### config.mk
export PLATFORM = sky130hd
export DESIGN_NAME = rlo_lane_regs
export DESIGN_NICKNAME = d
export VERILOG_FILES = /design/src/verilog/rlo_pkg.sv /design/src/verilog/rlo_thresh_sel.sv /design/src/verilog/rlo_lane_regs.sv
export SDC_FILE = /design/constraint.sdc
export NUM_CORES = 1
export LEC_CHECK = 0
export BUFFER_PORTS_ARGS = -buffer_cell sky130_fd_sc_hd__buf_2
export CAP_MARGIN = 20
export CORE_MARGIN = 2
export CORE_UTILIZATION = 48
export DETAILED_ROUTE_END_ITERATION = 6
export GPL_ROUTABILITY_DRIVEN = 1
export PLACE_DENSITY = 0.84
export SKIP_CTS_REPAIR_TIMING = 1
export SLEW_MARGIN = 25
export SYNTH_ARGS = -nofsm -noshare
export SYNTH_HDL_FRONTEND = slang
export SYNTH_SLANG_ARGS = --single-unit
### constraint.sdc
create_clock -name sys_clk_i -period 1.8 [get_ports sys_clk_i]
set_input_delay 0.36 -clock sys_clk_i [delete_from_list [all_inputs] [get_ports sys_clk_i]]
set_output_delay 0.36 -clock sys_clk_i [all_outputs]
set_load 0.005 [all_outputs]
### src/verilog/rlo_pkg.sv
// Package for the lane output configuration register slice.
// Assumes an 8-bit register port with 8-bit addresses from the management bus front end.
package rlo_pkg;
  localparam logic [7:0] RLO_ADDR_SWING    = 8'h3b;
  localparam logic [7:0] RLO_ADDR_DEEMPH   = 8'h3c;
  localparam logic [7:0] RLO_ADDR_SDTH     = 8'h3d;
  localparam logic [7:0] RLO_ADDR_SPARE_A  = 8'h3e;
  localparam logic [7:0] RLO_ADDR_SPARE_B  = 8'h3f;
  localparam logic [7:0] RLO_RST_SWING     = 8'had;
  localparam logic [7:0] RLO_RST_DEEMPH    = 8'h02;
  localparam logic [7:0] RLO_RST_SDTH      = 8'h00;
  localparam logic [7:0] RLO_RST_SPARE     = 8'h00;
  localparam int         RLO_SCP_BIT       = 7;
  localparam int         RLO_TERM_BIT      = 7;
  localparam int         RLO_FIELD_MSB     = 2;
  localparam int         RLO_ASSERT_MSB    = 3;
  localparam int         RLO_ASSERT_LSB    = 2;
  localparam int         RLO_DEASSERT_MSB  = 1;
  localparam logic [3:0] RLO_SWING_KEEP    = 4'h5;
  localparam logic [2:0] RLO_SWING_UNITY   = 3'h6;
  localparam logic [2:0] RLO_DEEMPH_NONE   = 3'h0;

  typedef struct packed {
    logic       wr;
    logic       rd;
    logic [7:0] addr;
    logic [7:0] wdata;
  } rlo_req_t;

  typedef struct packed {
    logic       short_protect_en;
    logic [2:0] swing_ratio;
    logic [2:0] deemph_level;
    logic [1:0] assert_thresh;
    logic [1:0] deassert_thresh;
    logic [2:0] swing_range_cut;
  } rlo_cfg_t;
endpackage

### src/verilog/rlo_thresh_sel.sv
// Selects the signal-detect thresholds from register or pin setting.
// Assumes the global override bit arrives as a level from the global register.
`timescale 1ns/1ps
module rlo_thresh_sel (
  input  wire logic       sys_clk_i,
  input  wire logic       rst_i,
  input  wire logic       override_i,
  input  wire logic [1:0] reg_assert_i,
  input  wire logic [1:0] reg_deassert_i,
  input  wire logic [1:0] pin_assert_i,
  input  wire logic [1:0] pin_deassert_i,
  output logic      [1:0] assert_o,
  output logic      [1:0] deassert_o
);
  logic [1:0] nxt_assert;
  logic [1:0] nxt_deassert;
  assign nxt_assert   = override_i ? reg_assert_i : pin_assert_i;
  assign nxt_deassert = override_i ? reg_deassert_i : pin_deassert_i;

  always_ff @(posedge sys_clk_i) begin
    if (rst_i) begin
      assert_o   <= 2'h0;
      deassert_o <= 2'h0;
    end else begin
      assert_o   <= nxt_assert;
      deassert_o <= nxt_deassert;
    end
  end

  chk_override_path: assert property (@(posedge sys_clk_i) disable iff (rst_i)
    override_i |=> (assert_o == $past(reg_assert_i)))
    else $error("assert threshold not taken from register under override");
  chk_pin_path: assert property (@(posedge sys_clk_i) disable iff (rst_i)
    !override_i |=> (deassert_o == $past(pin_deassert_i)))
    else $error("deassert threshold not taken from pin without override");
endmodule // rlo_thresh_sel

### src/verilog/rlo_lane_regs.sv
// Register slice for side A lane two: swing, de-emphasis, signal-detect thresholds.
// Assumes a byte register port with single-cycle write and read strobes.
`timescale 1ns/1ps
module rlo_lane_regs
  import rlo_pkg::*;
(
  input  wire logic            sys_clk_i,
  input  wire logic            rst_i,
  input  rlo_pkg::rlo_req_t    req_i,
  output logic      [7:0]      rdata_o,
  output logic                 rvalid_o,
  input  wire logic            term_status_i,
  input  wire logic            sd_override_i,
  input  wire logic [1:0]      pin_assert_i,
  input  wire logic [1:0]      pin_deassert_i,
  output rlo_pkg::rlo_cfg_t    cfg_o
);
  import rlo_pkg::*;

  logic [7:0] swing_ff;
  logic [7:0] deemph_ff;
  logic [3:0] sdth_ff;
  logic [7:0] rdata_ff;
  logic       rvalid_ff;
  logic [7:0] nxt_rdata;
  logic [1:0] sel_assert;
  logic [1:0] sel_deassert;

  wire hit_swing  = req_i.addr == RLO_ADDR_SWING;
  wire hit_deemph = req_i.addr == RLO_ADDR_DEEMPH;
  wire hit_sdth   = req_i.addr == RLO_ADDR_SDTH;
  // Per-register strobes, so the checks below name the access they watch.
  wire wr_swing   = req_i.wr && hit_swing;
  wire wr_deemph  = req_i.wr && hit_deemph;
  wire wr_sdth    = req_i.wr && hit_sdth;
  wire rd_swing   = req_i.rd && hit_swing;
  wire rd_deemph  = req_i.rd && hit_deemph;
  wire rd_sdth    = req_i.rd && hit_sdth;

  // The termination status is read live, so a read shows its level at the taking edge.
  wire [7:0] deemph_view = {term_status_i, 4'h0, deemph_ff[RLO_FIELD_MSB:0]};

  assign nxt_rdata = hit_swing  ? swing_ff :
                     hit_deemph ? deemph_view :
                     hit_sdth   ? {4'h0, sdth_ff} : RLO_RST_SPARE;

  // Reserved de-emphasis and threshold bits are dropped on write, so they read back as zero.
  always_ff @(posedge sys_clk_i) begin
    if (rst_i) begin
      swing_ff  <= RLO_RST_SWING;
      deemph_ff <= RLO_RST_DEEMPH;
      sdth_ff   <= RLO_RST_SDTH[3:0];
    end else if (req_i.wr) begin
      if (hit_swing) begin
        swing_ff <= req_i.wdata;
      end
      if (hit_deemph) begin
        deemph_ff <= {5'h0, req_i.wdata[RLO_FIELD_MSB:0]};
      end
      if (hit_sdth) begin
        sdth_ff <= req_i.wdata[3:0];
      end
    end
  end

  // The read answer stands until the next read; its valid lasts one cycle.
  always_ff @(posedge sys_clk_i) begin
    if (rst_i) begin
      rdata_ff  <= 8'h00;
      rvalid_ff <= 1'b0;
    end else begin
      rvalid_ff <= req_i.rd;
      if (req_i.rd) begin
        rdata_ff <= nxt_rdata;
      end
    end
  end

  // One register stage, so a pin change and an override change land on the same edge.
  rlo_thresh_sel u_thresh (
    .sys_clk_i      (sys_clk_i),
    .rst_i          (rst_i),
    .override_i     (sd_override_i),
    .reg_assert_i   (sdth_ff[RLO_ASSERT_MSB:RLO_ASSERT_LSB]),
    .reg_deassert_i (sdth_ff[RLO_DEASSERT_MSB:0]),
    .pin_assert_i   (pin_assert_i),
    .pin_deassert_i (pin_deassert_i),
    .assert_o       (sel_assert),
    .deassert_o     (sel_deassert)
  );

  assign rdata_o  = rdata_ff;
  assign rvalid_o = rvalid_ff;
  assign cfg_o.short_protect_en = swing_ff[RLO_SCP_BIT];
  assign cfg_o.swing_ratio      = swing_ff[RLO_FIELD_MSB:0];
  assign cfg_o.deemph_level     = deemph_ff[RLO_FIELD_MSB:0];
  assign cfg_o.assert_thresh    = sel_assert;
  assign cfg_o.deassert_thresh  = sel_deassert;
  // The analog driver reduces its range by the selected attenuation step.
  assign cfg_o.swing_range_cut  = deemph_ff[RLO_FIELD_MSB:0];

  chk_swing_reset: assert property (@(posedge sys_clk_i)
    rst_i |=> (swing_ff == RLO_RST_SWING))
    else $error("swing register reset value wrong");
  chk_scp_write: assert property (@(posedge sys_clk_i) disable iff (rst_i)
    (req_i.wr && hit_swing) |=> (cfg_o.short_protect_en == $past(req_i.wdata[7])))
    else $error("protection enable did not follow write");
  chk_term_read: assert property (@(posedge sys_clk_i) disable iff (rst_i)
    (req_i.rd && hit_deemph) |=> (rdata_o[RLO_TERM_BIT] == $past(term_status_i)))
    else $error("termination status not reported");
  chk_deemph_reset: assert property (@(posedge sys_clk_i)
    rst_i |=> (cfg_o.deemph_level == RLO_RST_DEEMPH[2:0]))
    else $error("de-emphasis reset value wrong");
  chk_range_cut: assert property (@(posedge sys_clk_i) disable iff (rst_i)
    wr_deemph |=> (cfg_o.swing_range_cut == $past(req_i.wdata[RLO_FIELD_MSB:0])))
    else $error("range cut does not track attenuation");
  chk_sdth_write: assert property (@(posedge sys_clk_i) disable iff (rst_i)
    (req_i.wr && hit_sdth) |=> (sdth_ff == $past(req_i.wdata[3:0])))
    else $error("threshold register did not update");
  chk_deassert_sel: assert property (@(posedge sys_clk_i) disable iff (rst_i)
    (sd_override_i && !(req_i.wr && hit_sdth)) |=> ##1
      (!$past(sd_override_i) || cfg_o.deassert_thresh == $past(sdth_ff[1:0], 2)))
    else $error("de-assert threshold selection wrong");
  chk_read_latency: assert property (@(posedge sys_clk_i) disable iff (rst_i)
    req_i.rd |=> rvalid_o)
    else $error("read answer missing one cycle after read");
  chk_spare_zero: assert property (@(posedge sys_clk_i) disable iff (rst_i)
    (req_i.rd && !hit_swing && !hit_deemph && !hit_sdth) |=> (rdata_o == 8'h00))
    else $error("spare register not zero");

  // Reset values are checked one edge after reset is sampled, so the first tick is never read.
  chk_sdth_reset: assert property (@(posedge sys_clk_i)
    rst_i |=> (sdth_ff == RLO_RST_SDTH[3:0]))
    else $error("threshold register reset value wrong");
  chk_scp_reset: assert property (@(posedge sys_clk_i)
    rst_i |=> (cfg_o.short_protect_en == RLO_RST_SWING[RLO_SCP_BIT]))
    else $error("protection enable reset value wrong");
  chk_thresh_reset: assert property (@(posedge sys_clk_i)
    rst_i |=> (cfg_o.assert_thresh == RLO_RST_SDTH[3:2] &&
               cfg_o.deassert_thresh == RLO_RST_SDTH[1:0]))
    else $error("selected thresholds reset value wrong");

  // Each register takes a write on the next edge and holds it until the next write.
  chk_swing_write: assert property (@(posedge sys_clk_i) disable iff (rst_i)
    wr_swing |=> (swing_ff == $past(req_i.wdata)))
    else $error("swing register did not take the write");
  chk_ratio_write: assert property (@(posedge sys_clk_i) disable iff (rst_i)
    wr_swing |=> (cfg_o.swing_ratio == $past(req_i.wdata[RLO_FIELD_MSB:0])))
    else $error("swing ratio did not follow write");
  chk_deemph_write: assert property (@(posedge sys_clk_i) disable iff (rst_i)
    wr_deemph |=> (cfg_o.deemph_level == $past(req_i.wdata[RLO_FIELD_MSB:0])))
    else $error("de-emphasis level did not follow write");
  chk_swing_hold: assert property (@(posedge sys_clk_i) disable iff (rst_i)
    !wr_swing |=> $stable(swing_ff))
    else $error("swing register changed without a write");
  chk_scp_hold: assert property (@(posedge sys_clk_i) disable iff (rst_i)
    !wr_swing |=> $stable(cfg_o.short_protect_en))
    else $error("protection enable changed without a write");
  chk_deemph_hold: assert property (@(posedge sys_clk_i) disable iff (rst_i)
    !wr_deemph |=> $stable(cfg_o.deemph_level))
    else $error("de-emphasis level changed without a write");
  chk_cut_hold: assert property (@(posedge sys_clk_i) disable iff (rst_i)
    !wr_deemph |=> $stable(cfg_o.swing_range_cut))
    else $error("range cut changed without a write");
  chk_sdth_hold: assert property (@(posedge sys_clk_i) disable iff (rst_i)
    !wr_sdth |=> $stable(sdth_ff))
    else $error("threshold register changed without a write");

  // A read answers with the value held at the taking edge; a write in that cycle is not seen.
  chk_swing_read: assert property (@(posedge sys_clk_i) disable iff (rst_i)
    rd_swing |=> (rdata_o == $past(swing_ff)))
    else $error("swing register read back wrong");
  chk_deemph_read: assert property (@(posedge sys_clk_i) disable iff (rst_i)
    rd_deemph |=> (rdata_o[6:0] == {4'h0, $past(deemph_ff[RLO_FIELD_MSB:0])}))
    else $error("de-emphasis register read back wrong");
  chk_sdth_read: assert property (@(posedge sys_clk_i) disable iff (rst_i)
    rd_sdth |=> (rdata_o == {4'h0, $past(sdth_ff)}))
    else $error("threshold register read back wrong");
  chk_read_pulse: assert property (@(posedge sys_clk_i) disable iff (rst_i)
    !req_i.rd |=> !rvalid_o)
    else $error("read valid without a read");
  chk_rdata_hold: assert property (@(posedge sys_clk_i) disable iff (rst_i)
    !req_i.rd |=> $stable(rdata_o))
    else $error("read data changed without a read");

  // The selected thresholds follow their source, register or pin, one edge later.
  chk_reg_assert: assert property (@(posedge sys_clk_i) disable iff (rst_i)
    sd_override_i |=> (cfg_o.assert_thresh == $past(sdth_ff[RLO_ASSERT_MSB:RLO_ASSERT_LSB])))
    else $error("assert threshold not taken from register");
  chk_reg_deassert: assert property (@(posedge sys_clk_i) disable iff (rst_i)
    sd_override_i |=> (cfg_o.deassert_thresh == $past(sdth_ff[RLO_DEASSERT_MSB:0])))
    else $error("de-assert threshold not taken from register");
  chk_pin_assert: assert property (@(posedge sys_clk_i) disable iff (rst_i)
    !sd_override_i |=> (cfg_o.assert_thresh == $past(pin_assert_i)))
    else $error("assert threshold not taken from pin");
  chk_pin_deassert: assert property (@(posedge sys_clk_i) disable iff (rst_i)
    !sd_override_i |=> (cfg_o.deassert_thresh == $past(pin_deassert_i)))
    else $error("de-assert threshold not taken from pin");
  chk_assert_sel: assert property (@(posedge sys_clk_i) disable iff (rst_i)
    (sd_override_i && !wr_sdth) |=> ##1
      (!$past(sd_override_i) || cfg_o.assert_thresh == $past(sdth_ff[3:2], 2)))
    else $error("assert threshold selection wrong");

  // Coverage of the main configuration scenarios.
  cov_swing_unity: cover property (@(posedge sys_clk_i)
    cfg_o.swing_ratio == RLO_SWING_UNITY);
  cov_deemph_none: cover property (@(posedge sys_clk_i)
    cfg_o.deemph_level == RLO_DEEMPH_NONE);
  cov_override_on: cover property (@(posedge sys_clk_i) sd_override_i ##1 !sd_override_i);
  cov_term_seen: cover property (@(posedge sys_clk_i) req_i.rd && hit_deemph && term_status_i);
  cov_scp_off: cover property (@(posedge sys_clk_i) !cfg_o.short_protect_en);
endmodule // rlo_lane_regs

; ---- Word level (Yosys, flattened, before mapping)
; Cells that the tools add are included.
[word_totals]
in_bits = 26
reg_bits = 28
mem_bits_ro = 0
ram_bits = 0
memories = 0
word_cells = 18
out_inout_bits = 23
latch_bits = 0
[op_classes]
n_div = 0
n_addsub = 0
eq_ne = 3
mux = 5
shift = 0
n_lt_le_gt_ge = 0
mul = 0
bitwise = 0
n_reduce_logical = 3
[op_table]
columns = op, n
row1 = $eq 8x6->1 const B, 3
row2 = $mux 8, 2
row3 = $reduce_and 2->1, 3
row4 = $mux 2, 2
row5 = $mux 4, 1

; ---- Longest topological paths before layout
[depth]
ltp_word = 4
mapped_depth = 6
mapped_depth_nobuf = 3

; ---- Hierarchy
; A second synthesis with hierarchy kept.
[unflattened]
cells_unflattened = 140
hier_area_um2 = 1343.8
[by_module_without_submodules]
columns = module, seq_area_each_um2, n_inst, cells_per_inst, area_each_um2
row1 = rlo_lane_regs, 480.5, 1, 127, 1203.7
row2 = rlo_thresh_sel, 80.1, 1, 13, 140.1

; ---- Worst setup path after synthesis
; Ideal clock, no wire load.
[synth_timing]
kind = input to register
start = input req_i[8] (netlist bit)
end = register sdth_ff[0]
t_required_ns = 1.681
setup_ns = 0.119
n_path_buf = 2
stages = 5
setup_slack_ns = 0.341
arrival_time_ns = 1.340
path_cell_list = buf_2 > inv_1 > or4_1 > buf_2 > mux2i_1
[synth_via]
elab_chain_cells = 2
[synth_lines]
columns = element, line
row1 = "start, declared", rlo_lane_regs.sv:9  ; input rlo_pkg::rlo_req_t req_i,
row2 = $eq 8x6->1, rlo_lane_regs.sv:31  ; wire hit_sdth = req_i.addr == RLO_ADDR_SDTH;
row3 = $reduce_and 2->1 (no source line), --
row4 = "end signal, assigned", rlo_lane_regs.sv:52  ; sdth_ff <= RLO_RST_SDTH[3:0];
row5 = "end signal, assigned", rlo_lane_regs.sv:61  ; sdth_ff <= req_i.wdata[3:0];
row6 = "end, declared", rlo_lane_regs.sv:22  ; logic [3:0] sdth_ff;
; Every way passes these cells.
; A chain may end at the register's enable or synchronous reset.

; ---- Worst setup path in the final report
[layout_timing]
start = input req_i[14] (netlist bit)
end = register sdth_ff[2]
; Same word-level chain as after synthesis.

==> impl_results.md <==
- Share of layout cells above drive strength 1: 33.33%
- RR Endpoint: rdata_o[0]$_SDFFE_PP0P_
- ANT cells: 0
- GRT Total Usage: 19.50%
- Clock buffer depth: 2
- Worst setup endpoint: sdth_ff[2]$_SDFFE_PP0P_
- Net switching power: 243.6 uW
- Crit Reg-Reg Startpoint: deemph_ff[0]$_SDFFE_PP0P_
- Max_slew headroom: 71.55%
- Startpoint types: primary input
- Req. time, crit path: 2.06 ns
- Worst-Margin Slew: 0.4268 ns
- Antenna viol nets, final: 0
- Top cells by area, synth: dfxtp_1, mux2i_1, nand2b_1
- Clk_lat worst skew: 0.33 ns
- First-pass GRT wire length: 5030 um
- Clk sinks: 28
- Reg2Reg Setup Slack: 0.74 ns
- Yosys warnings: 0
- Clock Skew: 0.002424 ns
- CTS tree: yes
- Synthesized flop and latch total: 28
- # port buffers: 48
- Core Region: 0.002710 mm^2
- Number of buffers created by CTS: 3
- DP Cell Count: 207
- Final hold violation count: 0
- Clk slew on worst S/H paths: 0.15 ns
- Syn nets: 167
- Worst R2R Path Depth: 3
- WL/cell: 13.97 um
- Sequential fraction of the synthesis area: 41.75%
- Die area: 0.003236 mm^2
- Vias in the first global route: 1180
- Setup Crit Path Kind: in -> reg
- Pleak: 0.6923 nW
- H-tree levels: 1
- Die Y: 56.89 um
- Max Slew Vio Count: 0
- Die X-Extent: 56.89 um
- Grt total ovfl: 0
- Root Buffer: clkbuf_4
- Reg power frac: 60.0%
- Number of remaining DRC errors: 0
- Fin Setup TNS: 0 ns
- Logic pwr share: 10.5%
- WL final: 2948 um
- Ys async rst share: 0%
- Worst hold slack: 0.2532 ns
- Via count: 1169
- Cell Count, Final, Fillers Out: 211
- # IOs: 49
- Critical Path Start: req_i[14]
- MaxCap Viol Count: 0
- Starting density of the core: 49.54%
- Pin count of the biggest net entering global routing: 27
- Num rows: 19
- Distinct cell type count after synthesis: 29
- DR iter-0 viols: 38
- Crit end category: flop
- Worst-path fanout max: 4
- Via density: 5.540
- Average size of a mapped cell: 9.522 um^2
- Unrepaired setup endpoints after global routing: no
- Int Pwr: 800.7 uW
- Setup violators final: 0
- Switch share: 23.33%
- Syn Inst Count: 141
- Mapped cell area: 0.001343 mm^2
- Area growth syn-to-layout: 18.55%
- Fin crit share: 73.36%
- PwrDens: 656.1 mW/mm^2
- Most frequent cells after synthesis: dfxtp_1, mux2i_1, nor2_1, nand2b_1, buf_4
- Worst min-delay path class: in -> reg
- Routability congestion estimate: 0.9205
- Number of enable flip-flop cells after synthesis: 0
- Top-count cell post-synth: dfxtp_1
- First-pass DRT Iterations: 4
- Clock power share: 29.5%
- VDD IR max: 0.3931 mV
- Critical Path AT: 1.58 ns
- Fin crit period: 1.320 ns
- Synth Flop Type: dfxtp_1
- Nets: 207
- Fmax: 757.3 MHz
- Placed wire-length estimate: 2267 um
- Synth top area share: 41.75%
- Status: complete, no violations
- Initial antenna violation count: 0
- Area leader, netlist: dfxtp_1
## placed cells by master, fill, tap and decap left out
cell type | Yosys | routed
buf_2 | 2 | 48
and4_1 | 1 | 1
nand2b_1 | 14 | 14
o32ai_1 | 4 | 4
a32oi_1 | 1 | 1
and3b_1 | 2 | 2
nand2_1 | 2 | 2
a21oi_1 | 6 | 6
clkinv_1 | 1 | 1
nand4_1 | 5 | 5
clkbuf_4 | 0 | 3
nor2_1 | 16 | 16
mux2i_1 | 17 | 17
buf_4 | 8 | 4
nor2b_1 | 2 | 2
nand3_1 | 1 | 1
dfxtp_1 | 28 | 28
nor4b_2 | 1 | 1
a22oi_1 | 3 | 3
and3_1 | 1 | 1
inv_1 | 6 | 6
or4_1 | 1 | 1
nand3b_1 | 2 | 2
nor4_2 | 1 | 1
mux2_1 | 3 | 3
o41ai_1 | 3 | 3
or3b_2 | 1 | 1
nand4bb_4 | 1 | 1
clkbuf_8 | 0 | 1
nor4bb_1 | 1 | 1
## how the worst min path moves through the flow
stage / startpoint / to / slack, ns / depth (start not counted)
after global placement: rdata_o[5]$_SDFFE_PP0P_ / rdata_o[5]$_SDFFE_PP0P_ / 0.46 / 2
final: pin_assert_i[0] / u_thresh.assert_o[0]$_SDFF_PP0_ / 0.25 / 3
after detailed placement: rdata_o[5]$_SDFFE_PP0P_ / rdata_o[5]$_SDFFE_PP0P_ / 0.46 / 2
after global routing: pin_assert_i[0] / u_thresh.assert_o[0]$_SDFF_PP0_ / 0.25 / 3
after CTS: pin_assert_i[0] / u_thresh.assert_o[0]$_SDFF_PP0_ / 0.26 / 3
after floorplan: swing_ff[4]$_SDFFE_PP0P_ / swing_ff[4]$_SDFFE_PP0P_ / 0.44 / 2
## per-layer routing
| layer | global-route usage [%] | vias up | share of wire, % |
|---|---|---|---|
| met5 | 0 | - | 0 |
| met4 | 8.970 | 0 | 2.5 |
| met3 | 3.226 | 8 | 5.1 |
| met2 | 31.20 | 43 | 48 |
| met1 | 25.54 | 550 | 44 |
| li1 | - | 568 | - |
## sequential cells by signal, indices dropped and copies added, names as in the netlist
name and flops:
sdth_ff 4, swing_ff 8, deemph_ff 3, rdata_o 8, u_thresh.deassert_o 2, u_thresh.assert_o 2, rvalid_o 1
## logic make-up after synthesis
kind of cell,after synthesis,synth area share [%]
and+or+nand+nor,52,24.79
DFF,28,41.75
buffers and inverters,24,9.133
muxes,20,15.19
AOI/OAI and AO/OA,17,9.133
## through the flow
stage	util [%]	setup slack [ns]	cell area, um^2	power, mW
floorplan	-	0.3405	1343	0.6987
global placement	57.39	0.1908	1555	0.7468
detailed placement	57.39	0.1350	1555	0.7495
CTS	58.73	0.4835	1592	1.050
global route	58.73	0.4556	1592	1.081
finish	58.73	0.4795	1592	1.044
## critical path, stage by stage
cell       delay (ns)
buf_2            0.12
nand4bb_4        0.24
or4_1            0.63
mux2i_1          0.23
## power groups by stage
stage | registers, mW | clock network (mW) | logic (mW)
after floorplan | 0.641 | 0 | 0.0577
after global placement | 0.640 | 0 | 0.107
after detailed placement | 0.640 | 0 | 0.109
after CTS | 0.627 | 0.313 | 0.110
after global routing | 0.628 | 0.332 | 0.122
final | 0.627 | 0.308 | 0.110
## layout make-up
type	count	area (um^2)
sequential	28	560.5
inverter	7	26.28
tap	31	38.79
multi-input combinational	89	659.4
fill	232	1119
clock buffer	4	36.28
timing repair buffer	52	270.3
Power figures use the tool's default switching activity.
